### config.mk
export PLATFORM = sky130hd
export DESIGN_NAME = pmr_result_regs
export DESIGN_NICKNAME = d
export VERILOG_FILES = /design/src/verilog/pmr_pkg.sv /design/src/verilog/pmr_bus_range.sv /design/src/verilog/pmr_current_power.sv /design/src/verilog/pmr_result_regs.sv
export SDC_FILE = /design/constraint.sdc
export NUM_CORES = 2
export LEC_CHECK = 0
export BUFFER_PORTS_ARGS = -buffer_cell sky130_fd_sc_hd__buf_2
export CORE_ASPECT_RATIO = 1.75
export CORE_UTILIZATION = 60
export CTS_CLUSTER_DIAMETER = 40
export DETAILED_ROUTE_END_ITERATION = 10
export GPL_TIMING_DRIVEN = 1
export PLACE_DENSITY_LB_ADDON = 0.05
export SETUP_SLACK_MARGIN = 0.02
export SLEW_MARGIN = 0
export SYNTH_ARGS = -nofsm -noshare
export SYNTH_HDL_FRONTEND = slang
export SYNTH_SLANG_ARGS = --single-unit
### constraint.sdc
create_clock -name ref_clk_in -period 91.1 [get_ports ref_clk_in]
set_clock_uncertainty 0.15 [all_clocks]
set_input_delay 9.11 -clock ref_clk_in [delete_from_list [all_inputs] [get_ports ref_clk_in]]
set_output_delay 9.11 -clock ref_clk_in [all_outputs]
set_load 0.05 [all_outputs]
### src/verilog/pmr_pkg.sv
// Shared constants for the power monitor result and scaling register group.
package pmr_pkg;

    // ************************************************************
    // Register map
    // ************************************************************
    localparam int REG_ADDR_W = 8;
    localparam logic [7:0] BUS_VOLTAGE_RESULT_ADDR = 8'h02;
    localparam logic [7:0] POWER_RESULT_ADDR = 8'h03;
    localparam logic [7:0] CURRENT_RESULT_ADDR = 8'h04;
    localparam logic [7:0] FULL_SCALE_SCALING_ADDR = 8'h05;

    // ************************************************************
    // Field layout and reset values
    // ************************************************************
    localparam int BUS_CODE_W = 13;
    localparam int BUS_CODE_LOW_BIT = 3;
    localparam int BUS_CODE_TOP_BIT = 15;
    localparam int CONV_READY_BIT = 1;
    localparam int MATH_OVERFLOW_BIT = 0;
    localparam int CURRENT_SIGN_BIT = 15;
    localparam int SCALING_VOID_BIT = 0;
    localparam int SCALING_TOP_BIT = 15;
    localparam logic [15:0] RESULT_RESET = 16'h0000;
    localparam logic [15:1] SCALING_RESET = 15'h0000;
    localparam logic [15:0] UNMAPPED_READ = 16'h0000;

    // ************************************************************
    // Bus voltage ranges
    // ************************************************************
    localparam int BUS_STEP_MV = 4;
    localparam logic [12:0] BUS_FS_32V = 13'h1F40;
    localparam logic [12:0] BUS_FS_16V = 13'h0FA0;

    // ************************************************************
    // Arithmetic scaling
    // ************************************************************
    localparam int CURRENT_SHIFT = 12;
    localparam int POWER_DIVISOR = 5000;
    localparam int POWER_WEIGHT = 20;

    // ************************************************************
    // Operating modes
    // ************************************************************
    typedef enum logic [2:0] {
        PMR_MODE_POWER_DOWN = 3'b000,
        PMR_MODE_SHUNT_TRIG = 3'b001,
        PMR_MODE_BUS_TRIG = 3'b010,
        PMR_MODE_BOTH_TRIG = 3'b011,
        PMR_MODE_DISABLE = 3'b100,
        PMR_MODE_SHUNT_CONT = 3'b101,
        PMR_MODE_BUS_CONT = 3'b110,
        PMR_MODE_BOTH_CONT = 3'b111
    } pmr_mode_type;

endpackage : pmr_pkg

### src/verilog/pmr_bus_range.sv
// Bus voltage code limiter for the selected full-scale range.
module pmr_bus_range (
    // Raw code and range
    input wire logic [pmr_pkg::BUS_CODE_W-1:0] raw_code_in,
    input wire logic range_32v_in,
    // Limited code
    output logic [pmr_pkg::BUS_CODE_W-1:0] code_out
);
    import pmr_pkg::*;

    logic [BUS_CODE_W-1:0] full_scale;

    // The front end may run past full scale; the register never reports beyond it.
    assign full_scale = range_32v_in ? BUS_FS_32V : BUS_FS_16V;
    assign code_out = (raw_code_in > full_scale) ? full_scale : raw_code_in;

endmodule : pmr_bus_range

### src/verilog/pmr_current_power.sv
// Current and power arithmetic from shunt code, scaling value and bus code.
module pmr_current_power (
    // Operands
    input wire logic [15:0] shunt_code_in,
    input wire logic [15:1] scaling_in,
    input wire logic [pmr_pkg::BUS_CODE_W-1:0] bus_code_in,
    // Results
    output logic [15:0] current_out,
    output logic [15:0] power_out,
    output logic overflow_out
);
    import pmr_pkg::*;

    logic signed [32:0] cur_prod;
    logic signed [32:0] cur_full;
    logic [32:0] cur_mag;
    logic [45:0] pwr_full;
    logic cur_ovf;

    // Shunt is signed, scaling unsigned with its void bit forced to zero.
    assign cur_prod = $signed(shunt_code_in) * $signed({2'b00, scaling_in, 1'b0});
    assign cur_full = cur_prod >>> CURRENT_SHIFT;
    assign cur_ovf = (cur_full > 33'sh0_7FFF) || (cur_full < -33'sh0_8000);
    assign cur_mag = cur_full[32] ? 33'(-cur_full) : 33'(cur_full);
    assign pwr_full = (46'(cur_mag) * 46'(bus_code_in)) / 46'(POWER_DIVISOR);

    assign current_out = cur_full[15:0];
    assign power_out = pwr_full[15:0];
    assign overflow_out = cur_ovf || (pwr_full > 46'hFFFF);

endmodule : pmr_current_power

### src/verilog/pmr_result_regs.sv
// Result, status and scaling registers of the power monitor.
module pmr_result_regs (
    // Clock and reset
    input wire logic ref_clk_in,
    input wire logic sys_rst_in,
    // Register port from the serial interface
    input wire logic [pmr_pkg::REG_ADDR_W-1:0] reg_addr_in,
    input wire logic reg_rd_in,
    input wire logic reg_wr_in,
    input wire logic [15:0] reg_wdata_in,
    output logic [15:0] reg_rdata_out,
    // Conversion sequencer
    input wire logic conv_done_in,
    input wire logic [15:0] shunt_code_in,
    input wire logic [pmr_pkg::BUS_CODE_W-1:0] bus_code_in,
    input wire logic range_32v_in,
    // Configuration mode writes
    input wire logic mode_wr_in,
    input wire pmr_pkg::pmr_mode_type mode_in,
    // Status
    output logic conversion_ready_flag_out,
    output logic math_overflow_flag_out
);
    import pmr_pkg::*;

    // ************************************************************
    // Storage
    // ************************************************************
    logic [BUS_CODE_W-1:0] bus_code;
    logic conversion_ready_flag;
    logic math_overflow_flag;
    logic [15:0] power_result;
    logic [15:0] current_result;
    logic [15:1] scaling;

    logic [BUS_CODE_W-1:0] next_bus_code;
    logic [15:0] next_current;
    logic [15:0] next_power;
    logic next_overflow;
    logic power_read;
    logic active_mode_write;
    logic [15:0] next_rdata;

    // ************************************************************
    // Arithmetic
    // ************************************************************
    pmr_bus_range u_bus_range (
        .raw_code_in(bus_code_in),
        .range_32v_in(range_32v_in),
        .code_out(next_bus_code)
    );

    // Power uses the fresh bus code so both results describe one conversion.
    pmr_current_power u_current_power (
        .shunt_code_in(shunt_code_in),
        .scaling_in(scaling),
        .bus_code_in(next_bus_code),
        .current_out(next_current),
        .power_out(next_power),
        .overflow_out(next_overflow)
    );

    // ************************************************************
    // Results
    // ************************************************************
    // Results change only at the end of a conversion, so reads between
    // conversions always see the last complete set.
    always_ff @(posedge ref_clk_in or posedge sys_rst_in) begin
        if (sys_rst_in) begin
            bus_code <= '0;
            current_result <= RESULT_RESET;
            power_result <= RESULT_RESET;
            math_overflow_flag <= 1'b0;
        end else if (conv_done_in) begin
            bus_code <= next_bus_code;
            current_result <= next_current;
            power_result <= next_power;
            math_overflow_flag <= next_overflow;
        end
    end

    // ************************************************************
    // Conversion ready flag
    // ************************************************************
    assign power_read = reg_rd_in && (reg_addr_in == POWER_RESULT_ADDR);
    assign active_mode_write = mode_wr_in && (mode_in != PMR_MODE_POWER_DOWN)
        && (mode_in != PMR_MODE_DISABLE);

    // A completion in the same cycle as a clear wins, so no conversion is lost.
    always_ff @(posedge ref_clk_in or posedge sys_rst_in) begin
        if (sys_rst_in) begin
            conversion_ready_flag <= 1'b0;
        end else if (conv_done_in) begin
            conversion_ready_flag <= 1'b1;
        end else if (power_read || active_mode_write) begin
            conversion_ready_flag <= 1'b0;
        end
    end

    // ************************************************************
    // Scaling register
    // ************************************************************
    // Result registers have no write path at all.
    always_ff @(posedge ref_clk_in or posedge sys_rst_in) begin
        if (sys_rst_in) begin
            scaling <= SCALING_RESET;
        end else if (reg_wr_in && (reg_addr_in == FULL_SCALE_SCALING_ADDR)) begin
            scaling <= reg_wdata_in[SCALING_TOP_BIT:1];
        end
    end

    // ************************************************************
    // Read path
    // ************************************************************
    always_comb begin
        unique case (reg_addr_in)
            BUS_VOLTAGE_RESULT_ADDR: begin
                next_rdata = {bus_code, 1'b0, conversion_ready_flag, math_overflow_flag};
            end
            POWER_RESULT_ADDR: begin
                next_rdata = power_result;
            end
            CURRENT_RESULT_ADDR: begin
                next_rdata = current_result;
            end
            FULL_SCALE_SCALING_ADDR: begin
                next_rdata = {scaling, 1'b0};
            end
            default: begin
                next_rdata = UNMAPPED_READ;
            end
        endcase
    end

    always_ff @(posedge ref_clk_in or posedge sys_rst_in) begin
        if (sys_rst_in) begin
            reg_rdata_out <= 16'h0000;
        end else if (reg_rd_in) begin
            reg_rdata_out <= next_rdata;
        end
    end

    assign conversion_ready_flag_out = conversion_ready_flag;
    assign math_overflow_flag_out = math_overflow_flag;
endmodule : pmr_result_regs

# After elaboration in Yosys (flattened, before gate mapping)
# Cells that the tools add are included.
[classes]
addsub = 1
n_mul = 2
n_div = 1
magnitude_cmp = 4
n_eq_ne = 5
shifts = 0
mux = 6
n_bitwise = 0
n_reduce_logical = 9
[ops]
columns = ["op", "n"]
rows = [
  ["$pmux 16 s4", 1],
  ["$div 46x13->46 const B", 1],
  ["$gt 46x16->1 const B", 1],
  ["$mul 33x13->46", 1],
  ["$mux 33", 1],
  ["$neg 21->33", 1],
  ["$mul 16x16->32", 1],
  ["$mux 13", 2],
  ["$gt 21x16->1 const B", 1],
  ["$lt 21x16->1 const B", 1],
  ["$eq 8x2->1 const B", 2],
  ["$eq 8x3->1 const B", 2],
  ["$gt 13x13->1", 1],
  ["$logic_and 1x1->1", 4],
  ["$logic_or 1x1->1", 3],
  ["$ne 3x3->1 const B", 1],
  ["$reduce_bool 3->1", 1],
  ["$mux 1", 2],
  ["$reduce_bool 2->1", 1],
]
[totals]
reg_bits = 78
latch_bits = 0
ram_bits = 0
rom_bits = 0
input_bits = 63
out_inout_bits = 18
elab_cells = 35
n_memories = 0

# Logic depth before layout (Yosys ltp)
[logic_depth]
ltp_word = 7
depth_mapped = 202
ltp_nobuf = 179

# Cells and area by module
# A second synthesis with hierarchy kept.
[unflattened]
hier_cells = 4892
hier_area_um2 = 41526.1
[modules_own_cells]
columns = ["mod", "instances", "cells_per_inst", "area_per_inst_um2", "seq_area_each_um2"]
rows = [
  ["pmr_current_power", 1, 4614, 37826.3, 0.0],
  ["pmr_result_regs", 1, 247, 3452.1, 1951.9],
  ["pmr_bus_range", 1, 31, 247.7, 0.0],
]

# Least setup slack after synthesis
# OpenSTA, ideal clock, no wires.
[synth_timing]
kind = "in2reg"
from = "input port shunt_code_in[5]"
to = "register power_result[0]"
setup_ns = 0.082
arrival_ns = 47.997
t_required_ns = 90.868
slack_ns = 42.871
cell_stages = 170
path_buffers = 11
cell_sequence = "clkbuf_1 -> and2_1 -> fa_1 -> inv_1 -> fa_1 -> fa_1 -> fa_1 -> inv_1 -> fa_1 -> inv_1 -> fa_1 -> inv_1 -> ha_1 -> a21oi_1 -> o21bai_1 -> a21oi_1 -> o21bai_1 -> a21oi_1 -> [134 not listed] -> maj3_4 -> xnor2_4 -> mux2_4 -> o31ai_1 -> nand2_1 -> a221o_1 -> o211a_1 -> o21ai_2 -> a31o_2 -> a21oi_2 -> and3_1 -> xnor2_2 -> nand2_1 -> o21ai_2 -> nand2_1 -> or4_1 -> a32o_1 -> a31oi_1"
[synth_via]
elab_chain_len = 5
[synth_lines]
columns = ["element", "line_no", "text"]
rows = [
  ["start, declared", "pmr_result_regs.sv:14", "input wire logic [15:0] shunt_code_in,"],
  ["$mul 16x16->32 *", "pmr_current_power.sv:21", "assign cur_prod = $signed(shunt_code_in) * $signed({2'b00, scaling_in, 1'b0});"],
  ["$neg 21->33", "pmr_current_power.sv:24", "assign cur_mag = cur_full[32] ? 33'(-cur_full) : 33'(cur_full);"],
  ["$mux 33 *", "pmr_current_power.sv:24", ""],
  ["$mul 33x13->46 *", "pmr_current_power.sv:25", "assign pwr_full = (46'(cur_mag) * 46'(bus_code_in)) / 46'(POWER_DIVISOR);"],
  ["$div 46x13->46 *", "pmr_current_power.sv:25", ""],
  ["end signal, assigned", "pmr_result_regs.sv:77", "power_result <= next_power;"],
  ["end, declared", "pmr_result_regs.sv:32", "logic [15:0] power_result;"],
]
# Every way passes the cells marked *; elsewhere a longest branch is shown, timed or not.
# A chain may end at the register's enable or synchronous reset.

# Final worst setup path
[layout_timing]
from = "input port shunt_code_in[4]"
to = "register power_result[0]"
# Same word-level chain as after synthesis.

==> flow_summary.toml <==
[status]
status = "completed"

[global_route]
gr-total-overflow = 0
antenna_found_initial = 3
grt_pass1_vias = 38000
grt_usage_pct = 34.4
grt_max_degree = 79
grt_pass1_wl_mm = 188

[hold_path]
worstHoldPathCells = 1
hp-start = "reg_rdata_out[14]$_DFFE_PP0P_"
worstHoldPathType = "reg2reg"
holdPathEnd = "reg_rdata_out[14]$_DFFE_PP0P_"

[floorplan]
num_rows = 125
start_util_pct = 60.8
die_area_mm2 = 0.0684
io_pins = 81
core_area_mm2 = 0.0665
die_y_um = 345
dieWidth_um = 198

[critical_path]
critPathCaptureType = "flop"
critPathRequiredTime_ns = 91.23
r2r_end = "power_result[0]$_DFFE_PP0P_"
setup.worst_path.class = "in2reg"
reg2reg_depth = 162
cp_max_fo = 25
r2r-start = "scaling[4]$_DFFE_PP0P_"
max_stage_delay_ns = 0.85
crit_top_cell = "a21oi_1"
crit_arrival_ns = 57.11
cp-startpoint = "shunt_code_in[4]"
start_kind = "input port"
r2r_slack_ns = 42.20
cpMaxStageDelayCell = "mux2i_1"

[finish]
ff_latch_area_mm2 = 0.00195
multi_input_area_mm2 = 0.0356
areaGrowthSynthToFinish_pct = 4.70
drive_gt1_share_pct = 7.67
num-nets-final = 5867
fill_cells = 6120

[clock_network]
post_cts_buffers = 0
cts_max_path_buffers = 2
htreeDepth = 3
root_buffer = "clkbuf_16"
postCtsHoldBufs = 0
tritoncts = "yes"
numCtsBuffers = 9
clock_latency_ns = 0.36
cts_sinks = 78
clk_transition_reported_paths_ns = 0.06
post_cts_resized = 0

[drt]
drtIter0Drc = 1813
dr_wl_met3_mm = 4.52
top_layer = "met5"
met1_length_mm = 39.6
drt-wirelength-per-cell_um = 19.2
avgViaCountPerCell = 6.18
final_antenna_net_count = 0
firstDrtPassIters = 6
wl_met2_mm = 62.0
dr_total_vias = 36700
drc = 0
totalWireLength_mm = 114

[yosys]
postSynth.asyncResetShare_pct = 100
synthTopCellsByArea = "fa_1 29%, inv_1 6.6%, ha_1 5.5%, dfrtp_1 4.8%, nand2_1 4.7%"
ys_seq_area_share_pct = 4.83
post-synth-top-count-cell = "inv_1"
synth_ff_type = "dfrtp_1"
netlist.area_leader.share_pct = 29.0
synth_cells = 4933
synth_commonest_cells = "711 x inv_1, 586 x fa_1, 503 x nand2_1"
synth.avg_cell_area_um2 = 8.19
synth.cell_area_mm2 = 0.0404
synth.distinct_cells = 163
yosys_warnings = 0
synth-seq-cells = 78
synth_edf_count = 0
synth_top_area_cell = "fa_1"

[placed_design]
numPortBuffers = 78
dpl.hpwl_mm = 94.0
gp_congestion = 0.994

[timing]
final-hold-violation-count = 0
final.setup.tns_ns = 0
tightestPinTransition_ns = 1.19
setup_viol = 0
fmax_mhz = 17.5
finalCriticalPeriod_ns = 56.99
slew_viol_final = 0
slew-limit-headroom_pct = 20.4
finalCritPeriodShare_pct = 62.6
rsz0062_at_grt = "false"

[run]
drv_cap = 0
[logic make-up (layout without fill, tap and decap cells)]
family | count (synthesis) | count (layout) | synth area share [%]
adders and majority gates | 777 | 777 | 34.9
and+or+nand+nor | 1669 | 1669 | 20.3
other | 2 | 158 | 0.0186
AOI/OAI and AO/OA | 1103 | 1103 | 21.4
buffers and inverters | 876 | 836 | 8.46
muxes | 109 | 109 | 2.99
xor gates and xnor gates | 319 | 319 | 7.13
DFF | 78 | 78 | 4.83
[state kept, by name, indices dropped and copies added (netlist names)]
name / count
bus_code: 13
scaling: 15
current_result: 16
power_result: 16
conversion_ready_flag_out: 1
math_overflow_flag_out: 1
reg_rdata_out: 16
[critical path: cells and delay by family]
kind                     cells  cell delay (ns)
AND/OR/NAND/NOR             40            10.31
multiplexers                 5             2.23
adder cells (fa/ha/maj)     14             6.61
buffers and inverters       11             1.30
XOR/XNOR                    12             5.27
AO/OA/AOI/OAI               81            22.25
[routing by layer]
metal  track usage (%)  vias to the layer above
met5                 0                        -
met1              35.0                    18200
met3              3.12                      435
met4              22.2                        2
li1                  -                    16900
met2              65.6                     1139
[through the flow]
step / std cells / setup slack [ns] / hold slack (ns) / area, um2 / util, %
global route: 5936 / 30.75 / 0.360 / 42300 / 63.6
CTS: 5936 / 34.66 / 0.337 / 42300 / 63.6
floorplan: 5087 / 42.87 / 0.331 / 41000 / -
global placement: 5920 / 34.86 / 0.318 / 42000 / 63.1
finish: 5938 / 34.11 / 0.336 / 42300 / 63.6
detailed placement: 5920 / 34.48 / 0.320 / 42000 / 63.1
[placed cells by master (no fill, tap or decap), drive strengths merged, types with 19 or more instances in the layout]
cell type / Yosys / final
inv: 716 / 719
conb: 2 / 156
nand4: 44 / 44
or3: 23 / 23
a2111oi: 26 / 26
nor2b: 27 / 27
nor2: 416 / 416
nand3: 121 / 121
dfrtp: 78 / 78
nor3: 116 / 116
and3: 38 / 38
nor4: 38 / 38
o211ai: 46 / 46
a211oi: 56 / 56
o2bb2ai: 23 / 23
a211o: 27 / 27
a22o: 19 / 19
or2: 35 / 35
o22ai: 25 / 25
a21o: 48 / 48
mux2i: 38 / 38
buf: 56 / 103
o31ai: 28 / 28
mux2: 71 / 71
a21oi: 207 / 207
o2111ai: 23 / 23
a221oi: 30 / 30
ha: 176 / 176
nand2: 506 / 506
fa: 586 / 586
o21a: 49 / 49
o21ai: 180 / 180
a31oi: 56 / 56
xor2: 106 / 106
xnor2: 213 / 213
a21boi: 20 / 20
and2: 186 / 186
nand2b: 49 / 49
[how the worst max path moves through the flow]
stage	endpoint
after detailed placement	power_result[0]$_DFFE_PP0P_
after floorplan	power_result[0]$_DFFE_PP0P_
after CTS	power_result[0]$_DFFE_PP0P_
after global routing	power_result[0]$_DFFE_PP0P_
after global placement	power_result[0]$_DFFE_PP0P_
final	power_result[0]$_DFFE_PP0P_
[area by class of cell]
class / instances / share of cell area [%]
diodes: 2 / 0.0118
clock buffers: 9 / 0.533
clock inverters: 7 / 0.243
inverters: 717 / 6.38
multi-input cells: 4133 / 84.2
flip-flops and latches: 78 / 4.62
well taps: 889 / 2.63
repair buffers: 103 / 1.37
Power is left out: the tool's default activity adds up to more than one toggle a clock period on the data nets, which glitch-free logic cannot reach.
